**config.mk**
```make
export PLATFORM = sky130hd
export DESIGN_NAME = vgc_csr_bank
export DESIGN_NICKNAME = d
export VERILOG_FILES = /design/src/common/vgc_pkg.sv /design/src/rtl/vgc_flag_bit.sv /design/src/rtl/vgc_byte_reg.sv /design/src/rtl/vgc_csr_bank.sv
export VERILOG_INCLUDE_DIRS = /design/src /design/src/common
export SDC_FILE = /design/constraint.sdc
export NUM_CORES = 1
export LEC_CHECK = 0
export BUFFER_PORTS_ARGS = -buffer_cell sky130_fd_sc_hd__clkbuf_2
export CORE_MARGIN = 2
export CORE_UTILIZATION = 59
export CTS_CLUSTER_DIAMETER = 40
export CTS_CLUSTER_SIZE = 16
export DETAILED_ROUTE_END_ITERATION = 10
export PLACE_DENSITY = 0.86
export SKIP_CTS_REPAIR_TIMING = 1
export SLEW_MARGIN = 0
export SYNTH_ARGS = -nofsm -noshare
export SYNTH_HDL_FRONTEND = slang
export SYNTH_SLANG_ARGS = --single-unit
```
**constraint.sdc**
```tcl
create_clock -name ref_clk -period 4.7 [get_ports ref_clk]
set_input_delay 0.47 -clock ref_clk [delete_from_list [all_inputs] [get_ports ref_clk]]
set_output_delay 0.47 -clock ref_clk [all_outputs]
set_load 0.005 [all_outputs]
```
**src/common/vgc_cfg.svh**
```systemverilog
// register offsets, field positions, reset values and timing counts
// assumes inclusion by bare name from package and design files
`ifndef VGC_CFG_SVH
`define VGC_CFG_SVH

// local processor byte addresses
`define VGC_LOC_BASE_CFG   32'hFFFE201B
`define VGC_LOC_GLOBAL1    32'hFFFE2023
`define VGC_LOC_BOARD_IDENTIFIER   32'hFFFE2025
`define VGC_LOC_SHARED0    32'hFFFE2027
`define VGC_LOC_SHARED1    32'hFFFE2029
`define VGC_LOC_SHARED2    32'hFFFE202B
`define VGC_LOC_SHARED3    32'hFFFE202D
`define VGC_LOC_SHARED4    32'hFFFE202F

// short i/o block: upper byte fixed, base nibble, register index
`define VGC_VME_HIGH_BYTE  8'h00
`define VGC_BASE_OFF       4'hF
`define VGC_IDX_GLOBAL1    3'h1
`define VGC_IDX_BOARD_IDENTIFIER   3'h2
`define VGC_IDX_SHARED0    3'h3
`define VGC_BYTE_COUNT     6

// global control/status bit positions
`define VGC_BIT_LOW        0
`define VGC_BIT_HIGH       1
`define VGC_BIT_FAIL       4
`define VGC_BIT_ISF        5
`define VGC_BIT_STRAP      6
`define VGC_BIT_RH         7

// reset values
`define VGC_RST_BOARD_IDENTIFIER   8'h00
`define VGC_RST_SHARED0    8'hFF
`define VGC_RST_SHARED     8'h00
`define VGC_RST_BASE       4'hF

// least reset-and-hold time kept by the writing master
`define VGC_CLK_PERIOD_NS  100
`define VGC_RH_MIN_NS      35000
`define VGC_RH_MIN_CYC     ((`VGC_RH_MIN_NS + `VGC_CLK_PERIOD_NS - 1) / `VGC_CLK_PERIOD_NS)

`endif

```
**src/common/vgc_pkg.sv**
```systemverilog
// types shared by the register bank modules
// assumes vgc_cfg.svh on the include path
package vgc_pkg;
  typedef logic [7:0]  vgc_byte_t;
  typedef logic [31:0] vgc_laddr_t;
  typedef logic [15:0] vgc_vaddr_t;
  typedef logic [2:0]  vgc_idx_t;
endpackage

```
**src/rtl/vgc_flag_bit.sv**
```systemverilog
// one sticky flag: set from one port, cleared by another, set wins
// assumes set and clear requests are one-cycle, synchronous to ref_clk
`timescale 1ns/1ps
`default_nettype none
module vgc_flag_bit (
  input  wire logic ref_clk,
  input  wire logic rst_n,
  input  wire logic setReq,
  input  wire logic clrReq,
  output logic      flagQ
);
  typedef struct packed {
    logic flag;
  } vgc_flag_s;

  vgc_flag_s state_q;
  vgc_flag_s state_d;

  // set beats a clear in the same cycle
  always_comb begin
    state_d = state_q;
    if (setReq) begin
      state_d.flag = 1'b1;
    end else if (clrReq) begin
      state_d.flag = 1'b0;
    end
  end

  always_ff @(posedge ref_clk or negedge rst_n) begin
    if (!rst_n) begin
      state_q <= '0;
    end else begin
      state_q <= state_d;
    end
  end

  assign flagQ = state_q.flag;

  // a set is never lost, a lone clear always lands
  chk_set_wins: assert property (@(posedge ref_clk) disable iff (!rst_n) setReq |=> flagQ)
    else $error("flag set lost");
  chk_clear_lands: assert property (@(posedge ref_clk) disable iff (!rst_n)
    (clrReq && !setReq) |=> !flagQ)
    else $error("flag clear ignored");
endmodule
`default_nettype wire

```
**src/rtl/vgc_byte_reg.sv**
```systemverilog
// one byte register with two write ports, the local port taking priority
// assumes write strobes are one-cycle, synchronous to ref_clk
`timescale 1ns/1ps
`default_nettype none
module vgc_byte_reg #(
  parameter vgc_pkg::vgc_byte_t RESET_VAL = 8'h00
) (
  input  wire logic               ref_clk,
  input  wire logic               rst_n,
  input  wire logic               locWr,
  input  wire vgc_pkg::vgc_byte_t locData,
  input  wire logic               vmeWr,
  input  wire vgc_pkg::vgc_byte_t vmeData,
  output vgc_pkg::vgc_byte_t      valueQ
);
  import vgc_pkg::*;

  typedef struct packed {
    vgc_byte_t value;
  } vgc_byte_s;

  vgc_byte_s state_q;
  vgc_byte_s state_d;

  // local write overrides a vme write of the same cycle
  always_comb begin
    state_d = state_q;
    if (locWr) begin
      state_d.value = locData;
    end else if (vmeWr) begin
      state_d.value = vmeData;
    end
  end

  always_ff @(posedge ref_clk or negedge rst_n) begin
    if (!rst_n) begin
      state_q.value <= RESET_VAL;
    end else begin
      state_q <= state_d;
    end
  end

  assign valueQ = state_q.value;

  chk_local_first: assert property (@(posedge ref_clk) disable iff (!rst_n)
    locWr |=> valueQ == $past(locData))
    else $error("local byte write lost");
endmodule
`default_nettype wire

```
**src/rtl/vgc_csr_bank.sv**
```systemverilog
// dual-ported global control/status register bank
// assumes both access ports are synchronous to ref_clk and present
// one-cycle select pulses; vme side is already qualified as supervisor short i/o
//
// What this block does
// - Low flag bit 0: set only by vme write of 1, cleared by local 1.
// - Low flag set and enabled requests level 1 interrupt until cleared.
// - High flag bit 1: set only by vme write of 1, cleared by local 1.
// - High flag set and enabled requests level 5 interrupt until cleared.
// - Bit 4 mirrors the board-failure line, read only.
// - Bit 5 inhibit, both ports, reset 0; when 1 stop driving sysfail.
// - Inhibit never affects the board-failure status bit.
// - Bit 6 reads the system-controller strap, read only.
// - Bit 7 reset-and-hold, both ports, reset 0, holds board in reset.
// - A self-set reset-and-hold stays until another master clears it.
// - Flag functions work only while the base nibble maps the set.
// - Board identifier: local read/write, vme read only, reset 0.
// - Shared byte 0 read/write from both ports, resets to all ones.
// - Shared bytes 1-4 read/write both ports at 9,B,D,F, reset 0.
// - Vme block of 16 bytes chosen by base nibble, bits 1-3 index.
// - Base nibble resets to F, which means no vme response.
`timescale 1ns/1ps
`default_nettype none
`include "vgc_cfg.svh"
module vgc_csr_bank (
  input  wire logic                ref_clk,
  input  wire logic                rst_n,
  input  wire logic                locSel,
  input  wire logic                locWrite,
  input  wire vgc_pkg::vgc_laddr_t locAddr,
  input  wire vgc_pkg::vgc_byte_t  locWdata,
  output vgc_pkg::vgc_byte_t       locRdata,
  output logic                     locAck,
  input  wire logic                vmeSel,
  input  wire logic                vmeWrite,
  input  wire vgc_pkg::vgc_vaddr_t vmeAddr,
  input  wire vgc_pkg::vgc_byte_t  vmeWdata,
  output vgc_pkg::vgc_byte_t       vmeRdata,
  output logic                     vmeAck,
  input  wire logic                boardFailLine,
  input  wire logic                strapSysCon,
  input  wire logic                lowIrqEnable,
  input  wire logic                highIrqEnable,
  output logic                     irqLevel1Req,
  output logic                     irqLevel5Req,
  output logic                     sysfailAssert,
  output logic                     boardResetHold,
  output logic [3:0]               baseNibble
);
  import vgc_pkg::*;

  localparam int NB = `VGC_BYTE_COUNT;

  typedef struct packed {
    logic [3:0] base;
    logic       sysfail_inhibit;
    logic       rh;
    logic       fail;
    logic       strap;
    logic       sysfail;
    logic       irq1;
    logic       irq5;
    vgc_byte_t  locRd;
    logic       locAck;
    vgc_byte_t  vmeRd;
    logic       vmeAck;
  } vgc_bank_s;

  vgc_bank_s state_q;
  vgc_bank_s state_d;

  logic      locHit;
  logic      locBaseHit;
  vgc_idx_t  locIdx;
  logic      baseValid;
  logic      vmeHit;
  vgc_idx_t  vmeIdx;
  logic      locWrG1;
  logic      vmeWrG1;
  logic      lowFlag;
  logic      highFlag;
  vgc_byte_t global1;
  vgc_byte_t bytesQ [NB];
  logic      locWrByte [NB];
  logic      vmeWrByte [NB];

  // local address decode at the fixed byte addresses
  always_comb begin
    locHit = 1'b1;
    locBaseHit = 1'b0;
    locIdx = 3'h0;
    if (locAddr == `VGC_LOC_BASE_CFG) begin
      locBaseHit = 1'b1;
    end else if (locAddr == `VGC_LOC_GLOBAL1) begin
      locIdx = `VGC_IDX_GLOBAL1;
    end else if (locAddr == `VGC_LOC_BOARD_IDENTIFIER) begin
      locIdx = `VGC_IDX_BOARD_IDENTIFIER;
    end else if (locAddr == `VGC_LOC_SHARED0) begin
      locIdx = 3'h3;
    end else if (locAddr == `VGC_LOC_SHARED1) begin
      locIdx = 3'h4;
    end else if (locAddr == `VGC_LOC_SHARED2) begin
      locIdx = 3'h5;
    end else if (locAddr == `VGC_LOC_SHARED3) begin
      locIdx = 3'h6;
    end else if (locAddr == `VGC_LOC_SHARED4) begin
      locIdx = 3'h7;
    end else begin
      locHit = 1'b0;
    end
  end

  // vme decode: odd bytes of a 16-byte block, silent while base is F
  assign baseValid = (state_q.base != `VGC_BASE_OFF);
  assign vmeIdx    = vmeAddr[3:1];
  assign vmeHit    = vmeSel && baseValid && vmeAddr[0] && (vmeIdx != 3'h0)
                   && (vmeAddr[15:8] == `VGC_VME_HIGH_BYTE)
                   && (vmeAddr[7:4] == state_q.base);

  assign locWrG1 = locSel && locWrite && !locBaseHit && locHit && (locIdx == `VGC_IDX_GLOBAL1);
  assign vmeWrG1 = vmeHit && vmeWrite && (vmeIdx == `VGC_IDX_GLOBAL1);

  // signal flags: vme sets, local clears, set wins
  vgc_flag_bit u_low_flag (
    .ref_clk (ref_clk),
    .rst_n   (rst_n),
    .setReq  (vmeWrG1 && vmeWdata[`VGC_BIT_LOW]),
    .clrReq  (locWrG1 && locWdata[`VGC_BIT_LOW]),
    .flagQ   (lowFlag)
  );
  vgc_flag_bit u_high_flag (
    .ref_clk (ref_clk),
    .rst_n   (rst_n),
    .setReq  (vmeWrG1 && vmeWdata[`VGC_BIT_HIGH]),
    .clrReq  (locWrG1 && locWdata[`VGC_BIT_HIGH]),
    .flagQ   (highFlag)
  );

  // identifier and shared bytes; identifier ignores vme writes
  genvar gi;
  generate
    for (gi = 0; gi < NB; gi++) begin : g_byte
      localparam vgc_idx_t IDX = vgc_idx_t'(gi + 2);
      localparam vgc_byte_t RV = (gi == 0) ? `VGC_RST_BOARD_IDENTIFIER :
                                 (gi == 1) ? `VGC_RST_SHARED0 : `VGC_RST_SHARED;
      assign locWrByte[gi] = locSel && locWrite && locHit && !locBaseHit && (locIdx == IDX);
      assign vmeWrByte[gi] = vmeHit && vmeWrite && (vmeIdx == IDX) && (gi != 0);
      vgc_byte_reg #(
        .RESET_VAL (RV)
      ) u_byte (
        .ref_clk (ref_clk),
        .rst_n   (rst_n),
        .locWr   (locWrByte[gi]),
        .locData (locWdata),
        .vmeWr   (vmeWrByte[gi]),
        .vmeData (vmeWdata),
        .valueQ  (bytesQ[gi])
      );
    end
  endgenerate

  // global control/status image, bits 2 and 3 fixed at zero
  assign global1 = {state_q.rh, state_q.strap, state_q.sysfail_inhibit, state_q.fail,
                    2'b00, highFlag, lowFlag};

  // read mux shared by both ports
  function automatic vgc_byte_t readReg(input vgc_idx_t idx);
    vgc_byte_t r;
    r = 8'h00;
    if (idx == `VGC_IDX_GLOBAL1) begin
      r = global1;
    end else if (idx >= `VGC_IDX_BOARD_IDENTIFIER) begin
      r = bytesQ[idx - `VGC_IDX_BOARD_IDENTIFIER];
    end
    return r;
  endfunction

  // next state: shared control bits, mirrors, outputs and answers
  always_comb begin
    state_d = state_q;
    state_d.fail  = boardFailLine;
    state_d.strap = strapSysCon;
    if (locSel && locWrite && locBaseHit) begin
      state_d.base = locWdata[3:0];
    end
    // inhibit: local write beats a same-cycle vme write
    if (locWrG1) begin
      state_d.sysfail_inhibit = locWdata[`VGC_BIT_ISF];
    end else if (vmeWrG1) begin
      state_d.sysfail_inhibit = vmeWdata[`VGC_BIT_ISF];
    end
    // reset-and-hold: only the far side may clear it
    if (locWrG1 && locWdata[`VGC_BIT_RH]) begin
      state_d.rh = 1'b1;
    end else if (vmeWrG1) begin
      state_d.rh = vmeWdata[`VGC_BIT_RH];
    end
    state_d.sysfail = boardFailLine && !state_q.sysfail_inhibit;
    state_d.irq1 = lowFlag && lowIrqEnable && baseValid;
    state_d.irq5 = highFlag && highIrqEnable && baseValid;
    // answers one cycle after the select
    state_d.locAck = locSel;
    state_d.locRd  = 8'h00;
    if (locSel && !locWrite) begin
      if (locBaseHit) begin
        state_d.locRd = {4'h0, state_q.base};
      end else if (locHit) begin
        state_d.locRd = readReg(locIdx);
      end
    end
    state_d.vmeAck = vmeHit;
    state_d.vmeRd  = 8'h00;
    if (vmeHit && !vmeWrite) begin
      state_d.vmeRd = readReg(vmeIdx);
    end
  end

  // single state register of the bank
  always_ff @(posedge ref_clk or negedge rst_n) begin
    if (!rst_n) begin
      state_q      <= '0;
      state_q.base <= `VGC_RST_BASE;
    end else begin
      state_q <= state_d;
    end
  end

  assign locRdata       = state_q.locRd;
  assign locAck         = state_q.locAck;
  assign vmeRdata       = state_q.vmeRd;
  assign vmeAck         = state_q.vmeAck;
  assign irqLevel1Req   = state_q.irq1;
  assign irqLevel5Req   = state_q.irq5;
  assign sysfailAssert  = state_q.sysfail;
  assign boardResetHold = state_q.rh;
  assign baseNibble     = state_q.base;

  // interrupt requests follow flag, enable and mapping
  chk_low_irq: assert property (@(posedge ref_clk) disable iff (!rst_n)
    (lowFlag && lowIrqEnable && baseValid) |=> irqLevel1Req)
    else $error("level 1 request missing");
  chk_high_irq: assert property (@(posedge ref_clk) disable iff (!rst_n)
    (highFlag && highIrqEnable && baseValid) |=> irqLevel5Req)
    else $error("level 5 request missing");
  chk_unmapped_quiet: assert property (@(posedge ref_clk) disable iff (!rst_n)
    !baseValid |=> !irqLevel1Req && !irqLevel5Req && !vmeAck)
    else $error("unmapped set responded");
  // status mirrors and the sysfail contribution
  chk_fail_read: assert property (@(posedge ref_clk) disable iff (!rst_n)
    (locSel && !locWrite && !locBaseHit && locHit && locIdx == `VGC_IDX_GLOBAL1
     && $past(rst_n)) |=> locRdata[`VGC_BIT_FAIL] == $past(boardFailLine, 2))
    else $error("fail mirror wrong");
  chk_inhibit_fail: assert property (@(posedge ref_clk) disable iff (!rst_n)
    state_q.sysfail_inhibit |=> !sysfailAssert)
    else $error("sysfail driven while inhibited");
  chk_sysfail_drive: assert property (@(posedge ref_clk) disable iff (!rst_n)
    (boardFailLine && !state_q.sysfail_inhibit) |=> sysfailAssert)
    else $error("sysfail contribution missing");
  chk_fail_indep: assert property (@(posedge ref_clk) disable iff (!rst_n)
    ##1 global1[`VGC_BIT_FAIL] == $past(boardFailLine))
    else $error("fail status not following line");
  chk_rh_hold: assert property (@(posedge ref_clk) disable iff (!rst_n)
    (vmeWrG1 && vmeWdata[`VGC_BIT_RH]) |=> boardResetHold)
    else $error("reset hold not taken");
  chk_rh_self: assert property (@(posedge ref_clk) disable iff (!rst_n)
    (boardResetHold && !vmeWrG1) |=> boardResetHold)
    else $error("reset hold dropped without far write");
  chk_id_readonly: assert property (@(posedge ref_clk) disable iff (!rst_n)
    (vmeHit && vmeWrite && vmeIdx == `VGC_IDX_BOARD_IDENTIFIER && !locWrByte[0])
    |=> $stable(bytesQ[0]))
    else $error("identifier changed by vme");
  chk_id_local: assert property (@(posedge ref_clk) disable iff (!rst_n)
    locWrByte[0] |=> bytesQ[0] == $past(locWdata))
    else $error("identifier local write lost");
  chk_reserved_zero: assert property (@(posedge ref_clk) disable iff (!rst_n)
    global1[3:2] == 2'b00)
    else $error("reserved bits not zero");
  chk_vme_index: assert property (@(posedge ref_clk) disable iff (!rst_n)
    (vmeSel && vmeAddr[0] && vmeAddr[3:1] != 3'h0 && baseValid
     && vmeAddr[15:4] == {8'h00, state_q.base}) |=> vmeAck)
    else $error("mapped vme access not answered");

  // main scenarios: flag interrupt, hold cycle, collisions, blocked id, inhibit
  cov_low_irq: cover property (@(posedge ref_clk) disable iff (!rst_n)
    (vmeWrG1 && vmeWdata[0]) ##[1:4] irqLevel1Req);
  cov_rh_cycle: cover property (@(posedge ref_clk) disable iff (!rst_n)
    $rose(boardResetHold) ##[1:600] $fell(boardResetHold));
  cov_same_cycle: cover property (@(posedge ref_clk) disable iff (!rst_n)
    vmeWrG1 && locWrG1);
  cov_id_blocked: cover property (@(posedge ref_clk) disable iff (!rst_n)
    vmeHit && vmeWrite && vmeIdx == `VGC_IDX_BOARD_IDENTIFIER);
  cov_inhibited_fail: cover property (@(posedge ref_clk) disable iff (!rst_n)
    boardFailLine && state_q.sysfail_inhibit);
endmodule
`default_nettype wire

```
==> qor.yml <==
tritoncts: "yes"
grt_max_degree: 80
routed_wl_um: 12600
drcViolationCount: 0
dp_hpwl_um: 9120
layout_common_cells: "clkbuf_2 (98), dfrtp_1 (67), mux2i_1 (66), nand2_1 (55), o21ai_0 (46)"
final_common_cell: "clkbuf_2"
synth_top_area_share: 0.362
hold_path.class: "input pin to flip-flop"
finalCriticalPeriod_ns: 3.34
timing.final.ws_setup_ns: 1.36
clkPwrFrac: 0.367
portBuffers: 99
cts_root_buf: "clkbuf_8"
ys_ff_latch: 79
num_vias: 4035
stdcell_count: 642
worst-setup-path-type: "input pin to flip-flop"
cts_buffers: 9
synth_cell_types: 54
fillers: 584
ys_seq_area_frac: 0.431
multi_input_area_um2: 2500
fp.dieW_um: 92.5
max_clock_freq_mhz: 299
nets: 611
synthCells: 445
slowest_delay_ns: 0.59
swShare: 0.267
seq_power_share: 0.547
cp_top_family: "simple AND/OR/NAND/NOR gates"
synth_area_leader_cell: "dfrtp_1"
min_delay_path_depth: 1
grt_pass1_wl_um: 20100
synth-main-ff-cell: "dfrtp_1"
io_pins: 100
p_int_mw: 0.915
yosys-top-cells-area: "dfrtp_1 (36%), mux2i_1 (14%), dfstp_2 (6.8%), o21ai_0 (5.0%), mux4_2 (4.9%)"
switching_power_mw: 0.334
grtUsageTotal: 0.306
drv_cap: 0
cp.arrival_ns: 3.53
place_congestion: 0.893
period_share: 0.710
worstPathMaxFanout: 14
synth.cell_area_um2: 4630
ys_async_sr_fraction: 1.00
place_ws_ns: 1.05
syn_nets: 521
synth_edf_count: 0
leakage_nw: 2.49
worstRegToRegCells: 6
path_depth: 13
power_frac_comb: 0.086
syn2layout_area_growth_pct: 15.3
firstDrtPassIters: 5
drt-wirelength-per-cell_um: 19.6
critPathLaunchType: "input pin"
path_cells: "clkbuf_2 > nand4b_1 > or4_4 > or2_1 > nor2_4 > inv_4 > ha_1 > nand3_1 > nor3_1 > a311o_1 > a22o_1 > a21oi_1 > o21ai_0"
timing.critical_path.to_type: "flip-flop"
power_density_nw_per_um2: 234
regArea_um2: 1990
die_area_um2: 8560
design.core.area_um2: 7650
place_inst: 626
clock_sinks: 79
routed_via_density: 6.29
crit_buf_inv: 2
slew_violations: 0
required_ns: 4.89
clock_latency_ns: 0.35
drtAntennaViolNets: 0
tightest_slew_ns: 1.09
whs_ns: 0.213
clock_skew_ns: 0.00984
slew-limit-headroom: 0.263
grt_overflow: 0
ir_drop_mv: 0.167
dieHeight_um: 92.5
rsz0062_at_grt: "no"
clk_pin_slew_ns: 0.09
antenna_found_initial: 0
status: "finished, final reports clean"
diodes: 0
cts_max_level: 3
cts_buffer_depth: 2
timing.setup.tns_ns: 0
critPathSlowestCell: "or4_4"
grt_pass1_vias: 3921
row_count: 32
dr.first_iter.drc_count: 370
layout-drive-gt1-share: 0.309
finalSetupViolCount: 0
finalPower_mw: 1.25
initial_core_util: 0.605
hold_viol_final: 0
yosys_warnings: 0
syn_area_per_cell_um2: 10.4
[synthesized netlist by cell type, types with 2 or more instances]
library cell / count
dfrtp_1: 67
mux2i_1: 66
nand2_1: 55
o21ai_0: 46
nor2_1: 24
mux2_2: 16
a21oi_1: 14
dfstp_2: 12
mux4_2: 10
clkbuf_1: 9
and3_1: 8
nand3_1: 8
nor3_1: 8
nor4_1: 7
a22oi_1: 6
buf_2: 6
nand4_1: 6
o22ai_1: 6
inv_1: 5
nand2b_1: 5
a2bb2oi_1: 4
and4_1: 4
nor2b_1: 4
buf_6: 3
nor4b_1: 3
o21ai_1: 3
xor2_1: 3
a21boi_0: 2
a21o_1: 2
a221oi_1: 2
a22o_1: 2
a311o_1: 2
buf_1: 2
ha_1: 2
nand4b_1: 2
nor4_4: 2
or4_1: 2
[state kept, by name (all words and copies together) (netlist names)]
signal and cells:
boardResetHold 1, g_byte.u_byte.valueQ 48, baseNibble 4, irqLevel5Req 1, locAck 1, u_low_flag.flagQ 1
sysfailAssert 1, vmeRdata 8, locRdata 8, irqLevel1Req 1, vmeAck 1, global1 3
u_high_flag.flagQ 1
[final cells by class]
cell class | instances | share of cell area
clock inverters | 7 | 0.0103
clock buffers | 9 | 0.0232
well taps | 102 | 0.0239
multi-input cells | 339 | 0.470
flip-flops and latches | 79 | 0.373
inverters | 6 | 0.00469
repair buffers | 100 | 0.0948
[power by group through the flow]
stage / Sequential [mW] / Combinational [mW] / Clock [mW]
2_1_floorplan: 0.695 / 0.0361 / 0
3_3_place_gp: 0.695 / 0.103 / 0
3_5_place_dp: 0.695 / 0.106 / 0
4_1_cts: 0.682 / 0.106 / 0.461
5_1_grt: 0.683 / 0.117 / 0.489
6_report: 0.682 / 0.107 / 0.459
[metrics by stage]
step                      instance area (um^2)  utilization
final                                     5330        0.697
after global routing                      5330        0.697
after CTS                                 5330        0.697
after detailed placement                  5150        0.674
after global placement                    5150        0.674
after floorplan                           4630            -
[per-layer routing]
layer / routed length, um / global-route usage / part of all wire / vias up
met1: 5000 / 0.395 / 0.40 / 1933
met5: 0 / 0 / 0 / -
met2: 5990 / 0.492 / 0.48 / 221
met4: 415 / 0.122 / 0.033 / 0
met3: 1170 / 0.0838 / 0.093 / 42
li1: - / - / - / 1839
[cell families (layout without fill, tap and decap cells)]
family / after synthesis / count (layout) / share of synthesized area
multiplexers: 92 / 92 / 0.230
flip-flops: 79 / 79 / 0.431
AO/OA/AOI/OAI: 92 / 92 / 0.118
adder cells (fa/ha/maj): 2 / 2 / 0.00541
XOR/XNOR: 3 / 3 / 0.00568
buffers and inverters: 27 / 122 / 0.0292
AND/OR/NAND/NOR: 150 / 150 / 0.180
[worst reg2reg max path, cell delays in order (launching register included)]
cell	delay [ns]
dfstp_2	0.59
xor2_1	0.11
nor4b_2	0.28
and4_1	0.35
nand4_1	0.66
mux2i_1	0.41
o21ai_0	0.11
[worst paths after layout]
check	from	end	slack (ns)
max in group asynchronous	rst_n	g_byte[0].u_byte.valueQ[1]	3.83
hold / removal	strapSysCon	global1[6]	0.21
setup reg to reg	baseNibble[0]	g_byte[5].u_byte.valueQ[3]	2.05
min in group asynchronous	rst_n	boardResetHold	0.26
setup / recovery	locAddr[16]	locRdata[0]	1.36
hold reg to reg	global1[5]	sysfailAssert	0.51
No activity file was read; power rests on OpenSTA's default activity.
